==> config.mk <==
export PLATFORM = sky130hd
export DESIGN_NAME = sfr_bank_two_three_map
export DESIGN_NICKNAME = d
export VERILOG_FILES = /design/src/sfr_bank_pkg.sv /design/src/sfr_bank_two_three_map.sv
export VERILOG_INCLUDE_DIRS = /design/src
export SDC_FILE = /design/constraint.sdc
export NUM_CORES = 1
export LEC_CHECK = 0
export ABC_CLOCK_PERIOD_IN_PS = 2900
export BUFFER_PORTS_ARGS = -buffer_cell sky130_fd_sc_hd__buf_4
export CAP_MARGIN = 15
export CORE_MARGIN = 3
export CORE_UTILIZATION = 54
export CTS_BUF_LIST = sky130_fd_sc_hd__clkbuf_16
export DETAILED_ROUTE_END_ITERATION = 16
export PLACE_DENSITY = 0.86
export SLEW_MARGIN = 20
export SYNTH_ARGS = -nofsm -noshare
export SYNTH_HDL_FRONTEND = slang
export SYNTH_SLANG_ARGS = --single-unit
==> constraint.sdc <==
create_clock -name pclk -period 2.9 [get_ports pclk]
set_input_delay 0.145 -clock pclk [delete_from_list [all_inputs] [get_ports pclk]]
set_output_delay 0.145 -clock pclk [all_outputs]
set_load 0.02 [all_outputs]
==> src/sfr_bank_consts.svh <==
// offsets, field positions and reset values of the upper-bank register map
`ifndef SFR_BANK_CONSTS_SVH
`define SFR_BANK_CONSTS_SVH

// printed data-memory offsets; the bus byte address is four times these
`define OFS_INDIRECT_B2 9'h100
`define OFS_TIMER0_B2 9'h101
`define OFS_PCLOW_B2 9'h102
`define OFS_FLAGS_B2 9'h103
`define OFS_POINTER_B2 9'h104
`define OFS_PORT_B_DATA_BANK2_DATA_B2 9'h106
`define OFS_LATCH_B2 9'h10A
`define OFS_INTCTRL_B2 9'h10B
`define OFS_INDIRECT_B3 9'h180
`define OFS_OPTION_B3 9'h181
`define OFS_PCLOW_B3 9'h182
`define OFS_FLAGS_B3 9'h183
`define OFS_POINTER_B3 9'h184
`define OFS_PORT_B_DATA_BANK2_DIR_B3 9'h186
`define OFS_LATCH_B3 9'h18A
`define OFS_INTCTRL_B3 9'h18B

// field positions in the core flags register
`define FLG_IRP 7
`define FLG_TO 4
`define FLG_PD 3

// widths
`define LATCH_W 5
`define PC_W 13

// reset values
`define RST_ZERO 8'h00
`define RST_FLAGS_POR 8'h18
`define RST_OPTION 8'hFF
`define RST_PORT_B_DATA_BANK2_DIR 8'hFF

`endif

==> src/sfr_bank_pkg.sv <==
// types for the upper-bank register decode
package sfr_bank_pkg;

    typedef enum logic [10:0] {
        SEL_NONE     = 11'h001,
        SEL_INDIRECT = 11'h002,
        SEL_TIMER0   = 11'h004,
        SEL_OPTION   = 11'h008,
        SEL_PCLOW    = 11'h010,
        SEL_FLAGS    = 11'h020,
        SEL_POINTER  = 11'h040,
        SEL_PB_DATA  = 11'h080,
        SEL_PB_DIR   = 11'h100,
        SEL_LATCH    = 11'h200,
        SEL_INTCTRL  = 11'h400
    } reg_sel_e;

    typedef struct packed {
        logic [7:0] pb_meta;
        logic [7:0] pb_sync;
        logic [1:0] rst_meta;
        logic [1:0] rst_sync;
        logic [7:0] pointer;
        logic [4:0] latch;
        logic [12:0] pc;
        logic [7:0] flags;
        logic [7:0] intctrl;
        logic [7:0] timer0;
        logic [7:0] pb_latch;
        logic [7:0] pb_oe;
        logic [7:0] option;
        logic pready;
        logic pslverr;
        logic [31:0] prdata;
    } bank_state_s;

endpackage

==> src/sfr_bank_two_three_map.sv <==
// special-function register decode for data-memory banks two and three, on APB
`include "sfr_bank_consts.svh"

module sfr_bank_two_three_map
    import sfr_bank_pkg::*;
(
    // clock and power-on reset
    input wire logic pclk,
    input wire logic presetn,
    // apb slave
    input wire logic psel,
    input wire logic penable,
    input wire logic pwrite,
    input wire logic [11:0] paddr,
    input wire logic [31:0] pwdata,
    output logic [31:0] prdata,
    output logic pready,
    output logic pslverr,
    // non power-up reset causes, asynchronous levels
    input wire logic external_reset_pin,
    input wire logic watchdog_reset,
    // program counter
    input wire logic pc_step,
    output logic [12:0] pc_out,
    // port b pins
    input wire logic [7:0] port_b_in,
    output logic [7:0] port_b_out,
    output logic [7:0] port_b_oe,
    // register contents for the core
    output logic [7:0] flags_out,
    output logic [7:0] option_out,
    output logic [7:0] interrupt_control_out
);

    bank_state_s st_r;
    bank_state_s st_nxt;

    logic [8:0] bus_index;
    logic bus_in_range;
    logic [8:0] indirect_addr;
    reg_sel_e direct_sel;
    reg_sel_e eff_sel;
    logic acc_take;
    logic wr_fire;
    logic other_reset;
    logic [7:0] rd_byte;

    function automatic reg_sel_e decode(input logic [8:0] a);
        reg_sel_e r;
        r = SEL_NONE;
        case (a)
            `OFS_INDIRECT_B2, `OFS_INDIRECT_B3: r = SEL_INDIRECT;
            `OFS_PCLOW_B2, `OFS_PCLOW_B3: r = SEL_PCLOW;
            `OFS_FLAGS_B2, `OFS_FLAGS_B3: r = SEL_FLAGS;
            `OFS_POINTER_B2, `OFS_POINTER_B3: r = SEL_POINTER;
            `OFS_LATCH_B2, `OFS_LATCH_B3: r = SEL_LATCH;
            `OFS_INTCTRL_B2, `OFS_INTCTRL_B3: r = SEL_INTCTRL;
            `OFS_TIMER0_B2: r = SEL_TIMER0;
            `OFS_OPTION_B3: r = SEL_OPTION;
            `OFS_PORT_B_DATA_BANK2_DATA_B2: r = SEL_PB_DATA;
            `OFS_PORT_B_DATA_BANK2_DIR_B3: r = SEL_PB_DIR;
            default: r = SEL_NONE;
        endcase
        return r;
    endfunction

    // misaligned or out-of-window bus addresses fall into the unmapped case
    assign bus_index = paddr[10:2];
    assign bus_in_range = (paddr[11] == 1'b0) && (paddr[1:0] == 2'b00);
    assign direct_sel = bus_in_range ? decode(bus_index) : SEL_NONE;
    assign indirect_addr = {st_r.flags[`FLG_IRP], st_r.pointer};

    // a pointer aimed at the indirect location itself reaches nothing
    always_comb begin
        eff_sel = direct_sel;
        if (direct_sel == SEL_INDIRECT) begin
            eff_sel = decode(indirect_addr);
            if (eff_sel == SEL_INDIRECT) begin
                eff_sel = SEL_NONE;
            end
        end
    end

    assign acc_take = psel && penable && !st_r.pready;
    // writes land on the edge where the master sees pready high
    assign wr_fire = psel && penable && pwrite && st_r.pready;
    assign other_reset = |st_r.rst_sync;

    always_comb begin
        case (eff_sel)
            SEL_TIMER0: rd_byte = st_r.timer0;
            SEL_OPTION: rd_byte = st_r.option;
            SEL_PCLOW: rd_byte = st_r.pc[7:0];
            SEL_FLAGS: rd_byte = st_r.flags;
            SEL_POINTER: rd_byte = st_r.pointer;
            SEL_PB_DATA: rd_byte = st_r.pb_sync;
            SEL_PB_DIR: rd_byte = ~st_r.pb_oe;
            SEL_LATCH: rd_byte = {3'h0, st_r.latch};
            SEL_INTCTRL: rd_byte = st_r.intctrl;
            default: rd_byte = `RST_ZERO;
        endcase
    end

    always_comb begin
        st_nxt = st_r;
        // pins and reset causes pass two flops before use
        st_nxt.pb_meta = port_b_in;
        st_nxt.pb_sync = st_r.pb_meta;
        st_nxt.rst_meta = {external_reset_pin, watchdog_reset};
        st_nxt.rst_sync = st_r.rst_meta;
        if (pc_step) begin
            st_nxt.pc = st_r.pc + 13'h0001;
        end
        // one wait state: data is fetched on the first access edge
        st_nxt.pready = acc_take;
        // every location answers; unmapped ones read zero instead of raising an error
        st_nxt.pslverr = 1'b0;
        if (acc_take) begin
            st_nxt.prdata = {24'h000000, rd_byte};
        end
        if (wr_fire) begin
            case (eff_sel)
                SEL_TIMER0: st_nxt.timer0 = pwdata[7:0];
                SEL_OPTION: st_nxt.option = pwdata[7:0];
                SEL_PCLOW: st_nxt.pc = {st_r.latch, pwdata[7:0]};
                SEL_FLAGS: begin
                    // timeout and power-down bits are read-only
                    st_nxt.flags = pwdata[7:0];
                    st_nxt.flags[`FLG_TO] = st_r.flags[`FLG_TO];
                    st_nxt.flags[`FLG_PD] = st_r.flags[`FLG_PD];
                end
                SEL_POINTER: st_nxt.pointer = pwdata[7:0];
                SEL_PB_DATA: st_nxt.pb_latch = pwdata[7:0];
                SEL_PB_DIR: st_nxt.pb_oe = ~pwdata[7:0];
                SEL_LATCH: st_nxt.latch = pwdata[`LATCH_W-1:0];
                SEL_INTCTRL: st_nxt.intctrl = pwdata[7:0];
                default: ;
            endcase
        end
        // other resets win over a bus write or pc step in the same cycle, for the fields they reset
        if (other_reset) begin
            st_nxt.pc = 13'h0000;
            st_nxt.latch = 5'h00;
            st_nxt.option = `RST_OPTION;
            st_nxt.pb_oe = ~`RST_PORT_B_DATA_BANK2_DIR;
            st_nxt.flags[7:5] = 3'h0;
            st_nxt.intctrl[7:1] = 7'h00;
            // watchdog clears the timeout bit, the reset pin leaves both alone
            if (st_r.rst_sync[0]) begin
                st_nxt.flags[`FLG_TO] = 1'b0;
                st_nxt.flags[`FLG_PD] = 1'b1;
            end
        end
    end

    // unknown power-on bits are given zero so simulation stays defined
    always_ff @(posedge pclk or negedge presetn) begin
        if (!presetn) begin
            st_r <= '0;
            st_r.flags <= `RST_FLAGS_POR;
            st_r.option <= `RST_OPTION;
            st_r.pb_oe <= ~`RST_PORT_B_DATA_BANK2_DIR;
        end else begin
            st_r <= st_nxt;
        end
    end

    assign prdata = st_r.prdata;
    assign pready = st_r.pready;
    assign pslverr = st_r.pslverr;
    assign pc_out = st_r.pc;
    assign port_b_out = st_r.pb_latch;
    assign port_b_oe = st_r.pb_oe;
    assign flags_out = st_r.flags;
    assign option_out = st_r.option;
    assign interrupt_control_out = st_r.intctrl;
endmodule

After elaboration in Yosys (flattened, before gate mapping) --
Cells that the tools add are included.
Operators by class: $add $sub $neg 1, reduce and logical (&&, ||, !) cells 36, equal/unequal tests 43, bitwise gates (word level) 3, mux-type cells 21
Operator list (count):
- $eq A9 B9 Y1 const B | 32
- $pmux W11 S10 | 2
- $pmux W8 S9 | 1
- $mux W66 | 1
- $mux W8 | 6
- $mux W11 | 4
- $mux W13 | 2
- $reduce_or A2 Y1 | 13
- $mux W23 | 1
- $eq A11 B2 Y1 const B | 2
- $reduce_and A2 Y1 | 10
- $mux W16 | 1
- $not A8 Y8 | 2
- $add A13 B1 Y13 const B | 1
- $reduce_bool A2 Y1 | 6
- $eq A11 B10 Y1 const B | 1
- $eq A11 B11 Y1 const B | 1
- $eq A11 B3 Y1 const B | 1
- $eq A11 B4 Y1 const B | 1
- $eq A11 B5 Y1 const B | 1
- $eq A11 B6 Y1 const B | 1
- $eq A11 B7 Y1 const B | 1
- $eq A11 B8 Y1 const B | 1
- $eq A11 B9 Y1 const B | 1
- other kinds (7) | 11
Word-level totals: input bits 60, flip-flop bits (word level) 103, output and inout port bits 87

Longest topological paths before layout --
depth in word-level cells 14, depth in mapped cells 10, depth with buffers taken out 7

Least setup slack after synthesis --
OpenSTA, ideal clock, no wires.
kind input-to-reg, start input paddr[5], end register st_r (netlist bit port_b_out[2]), data arrival time 2.382 ns, stages 9, setup time 0.125 ns, path buffers 3, slack 0.393 ns, path through buf_6 -> or4_4 -> buf_6 -> or4_4 -> or3_1 -> buf_6 -> o22ai_4 -> nand2_4 -> mux2_4
Between the ends: word-level cells in the longest chain between the ends 8
Ends and longest elaborated chain:
- from (decl) | RTL line sfr_bank_two_three_map.sv:14 | input wire logic [11:0] paddr,
- $eq A9 B9 Y1 | RTL line sfr_bank_two_three_map.sv:51 | case (a)
- $reduce_or A2 Y1 | RTL line sfr_bank_two_three_map.sv:51
- $pmux W11 S10 * | RTL line sfr_bank_two_three_map.sv:51
- $mux W11 * | RTL line sfr_bank_two_three_map.sv:70 | assign direct_sel = bus_in_range ? decode(bus_index) : SEL_NONE;
- $eq A11 B2 Y1 | RTL line sfr_bank_two_three_map.sv:76 | if (direct_sel == SEL_INDIRECT) begin
- $mux W11 * | RTL line sfr_bank_two_three_map.sv:76
- $eq A11 B8 Y1 * | RTL line sfr_bank_two_three_map.sv:122 | case (eff_sel)
- $reduce_and A2 Y1 (no line) *
- to (signal assigned) | RTL line sfr_bank_two_three_map.sv:164 | st_r <= st_nxt;
- to (decl) | RTL line sfr_bank_two_three_map.sv:35 | bank_state_s st_r;
Mark *: on every way between the ends. The rest lies on a longest branch, timed or not. A chain may end at the register's enable or synchronous reset.

Worst setup path in the final report --
start register st_r (netlist bit indirect_addr[2]), end register st_r (netlist bit prdata[7])
Between the ends: word-level cells in the longest chain between the ends 9
Ends and longest elaborated chain:
- $eq A9 B9 Y1 | RTL line sfr_bank_two_three_map.sv:51
- $reduce_or A2 Y1 | RTL line sfr_bank_two_three_map.sv:51
- $pmux W11 S10 * | RTL line sfr_bank_two_three_map.sv:51
- $mux W11 * | RTL line sfr_bank_two_three_map.sv:76
- $eq A11 B2 Y1 | RTL line sfr_bank_two_three_map.sv:78 | if (eff_sel == SEL_INDIRECT) begin
- $mux W11 * | RTL line sfr_bank_two_three_map.sv:78
- $mux W11 * | RTL line sfr_bank_two_three_map.sv:76
- $eq A11 B11 Y1, or another cell as far along | RTL line sfr_bank_two_three_map.sv:90 | case (eff_sel)
- $pmux W8 S9 * | RTL line sfr_bank_two_three_map.sv:90
Mark *: on every way between the ends. The rest lies on a longest branch, timed or not. The select of a mux whose other input is x is not followed.

==> flow_summary.json <==
{
  "fin_skew_ns": 0.00761,
  "finalCritPeriodShare": 0.852,
  "finalMaxSlewViolations": 0,
  "maxCapViolCount": 0,
  "drtPass1Iterations": 5,
  "synth_area_leaders": "dfrtp_1 39%, buf_4 11%, mux2i_1 6.6%",
  "reg2regPathDepth": 6,
  "insertion_delay_ns": 0.35,
  "hold_path_end": "st_r[99]$_DFFE_PN0P_",
  "power_leakage_nw": 3.17,
  "final_core_util": 0.648,
  "finalHoldViolations": 0,
  "crit_fanout": 7,
  "via_per_inst": 6.11,
  "rrSetupSlack_ns": 0.43,
  "critPathRequiredTime_ns": 3.16,
  "max-vdd-ir-drop_v": 0.000307,
  "drtAntennaViolNets": 0,
  "fp-row-count": 37,
  "min_from": "pwdata[4]",
  "htree_levels": 3,
  "netlist_area_um2": 5920,
  "clk_pin_slew_ns": 0.07,
  "synth-async-reset-ratio": 1.00,
  "port_buffers": 97,
  "grt_max_degree": 69,
  "drtIter0Drc": 372,
  "grt_pass1_wl_um": 27400,
  "overflow": 0,
  "setup.worst_path.class": "reg2reg",
  "yosysWarnings": 0,
  "layout_commonest_cell": "buf_4",
  "final_cell_mix": "124 x buf_4, 93 x dfrtp_1, 42 x nor2_1",
  "rsz0062_at_grt": "no",
  "tritoncts": "built",
  "die-area_um2": 12300,
  "antenna_cells": 0,
  "hp-class": "in2reg",
  "worstPathArrival_ns": 2.73,
  "cts_buffers": 9,
  "synth_cells": 585,
  "dr_total_vias": 4790,
  "hold_depth": 3,
  "io_pins": 147,
  "grt.total_usage": 0.291,
  "worst_slew_pin_slew_ns": 0.749,
  "synth_seq_area_share": 0.437,
  "drc": 0,
  "ctsResizeCount": 0,
  "synth_seq_cells": 103,
  "yosysTopAreaCell": "dfrtp_1",
  "synth_top_flop_cell": "dfrtp_1",
  "max_slew_margin": 0.501,
  "drt_wl_total_um": 18100,
  "synth_edf_count": 0,
  "fin_tns_setup_ns": 0,
  "die_h_um": 111,
  "max_freq_mhz": 405,
  "finalSetupViolCount": 0,
  "core_um2": 10500,
  "r2r_end": "prdata[7]$_DFFE_PN0P_",
  "clock-sinks": 103,
  "clock_path_buffers": 2,
  "die_x_um": 111,
  "wl_per_cell_um": 23.1,
  "dpl.hpwl_um": 13300,
  "syn_to_final_growth_pct": 14.9,
  "power_density_nw_per_um2": 441,
  "layout-drive-gt1-share": 0.302,
  "avgSynthCellArea_um2": 10.1,
  "finalNetCount": 704,
  "timing.rr.start": "indirect_addr[2]$_DFFE_PN0P_",
  "ys_types": 68,
  "gp_congestion": 0.911,
  "nFillCells": 842,
  "root_buffer": "clkbuf_16",
  "status": "complete, no violations",
  "synth_top_area_frac": 0.393,
  "min_period_ns": 2.47,
  "first_global_vias": 4712,
  "antenna_found_initial": 0,
  "worstSetupStartpointType": "flip-flop",
  "cp-startpoint": "indirect_addr[2]$_DFFE_PN0P_",
  "initial_core_util": 0.564,
  "endpoint_kind": "flip-flop",
  "whs_ns": 0.139
}
==> cell usage after synthesis, drive strengths merged (3+ instances only) <==
cell type   n
xnor2       4
a32oi       4
or3         3
clkbuf     20
nand2      40
a221o       3
and2       12
o21ai       9
a21oi      20
mux2i      39
a31oi       5
a22oi       4
a222oi      7
mux2       30
dfstp      10
nor2b       3
or2         5
buf        94
a221oi      5
nand3      15
o211ai      3
nor2       42
a211oi     15
xor2        8
a22o        3
or4         5
nor4       10
and3        6
nor3       11
nand4       9
dfrtp      93
inv        18
==> registers in the layout, summed over array words and instances, names as in the netlist <==
signal and count:
st_r 23, pc_out 13, st_nxt 10, flags_out 8, indirect_addr 8, interrupt_control_out 8, option_out 8, port_b_oe 8
port_b_out 8, prdata 8, pready 1
==> how the worst max path moves through the flow <==
stage	to	slack, ns	cells after the start
detailed placement	port_b_out[1]$_DFFE_PN0P_	0.40	7
global placement	option_out[5]$_DFFE_PN1P_	0.39	8
floorplan	port_b_out[2]$_DFFE_PN0P_	0.39	9
global route	option_out[0]$_DFFE_PN1P_	0.37	8
finish	prdata[7]$_DFFE_PN0P_	0.43	6
CTS	option_out[0]$_DFFE_PN1P_	0.52	8
==> stage by stage <==
| step | instance area, µm² | power [mW] | std cells | setup slack [ns] |
|---|---|---|---|---|
| 6_report | 6810 | 3.01 | 784 | 0.429 |
| 5_1_grt | 6810 | 3.09 | 784 | 0.366 |
| 4_1_cts | 6810 | 3.01 | 784 | 0.517 |
| 3_5_place_dp | 6380 | 1.69 | 757 | 0.395 |
| 3_3_place_gp | 6380 | 1.69 | 757 | 0.386 |
| 2_1_floorplan | 6010 | 1.60 | 609 | 0.393 |
==> routing by layer <==
| metal | vias to the layer above | GRT usage | part of all wire |
|---|---|---|---|
| met5 | - | 0 | 0 |
| met4 | 0 | 0.117 | 0.034 |
| met3 | 45 | 0.0497 | 0.074 |
| met2 | 279 | 0.462 | 0.48 |
| met1 | 2361 | 0.396 | 0.41 |
| li1 | 2105 | - | - |
==> cell families (layout without fill, tap and decap cells) <==
logic type / after synthesis / after routing / synth area share
mux: 69 / 69 / 0.128
buf+inv: 132 / 171 / 0.143
simple gates: 170 / 170 / 0.147
other cells: 1 / 25 / 0.000633
fa+ha+maj: 1 / 1 / 0.00211
xor+xnor: 12 / 12 / 0.0177
flops: 103 / 103 / 0.437
compound gates: 97 / 97 / 0.124
==> final cells by class <==
type	count	area, µm²	area share
inverter	18	67.6	0.00992
sequential	103	2590	0.380
tap	136	170	0.0250
multi-input combinational	374	2580	0.379
timing repair buffer	137	1080	0.159
clock inverter	7	96.3	0.0142
clock buffer	9	225	0.0331
==> report_power, final <==
group,switching (mW),internal [mW]
Combinational,0.150,0.0687
Clock,0.565,0.762
Sequential,0.00827,1.45
Total,0.723,2.28
==> worst max-delay path, stage by stage, from the launching register on <==
cell and delay, ns:
dfrtp_1 0.45, or4_1 0.65, nor4_1 0.56, and2_1 0.33
a221o_1 0.17, a221oi_1 0.06, a31oi_1 0.17
==> timing repair <==
action                                 in CTS  in global routing
setup buffers                               0                  0
endpoints found under the hold margin      45                  0
hold buffers                               11                  0
Power figures use the tool's default switching activity.
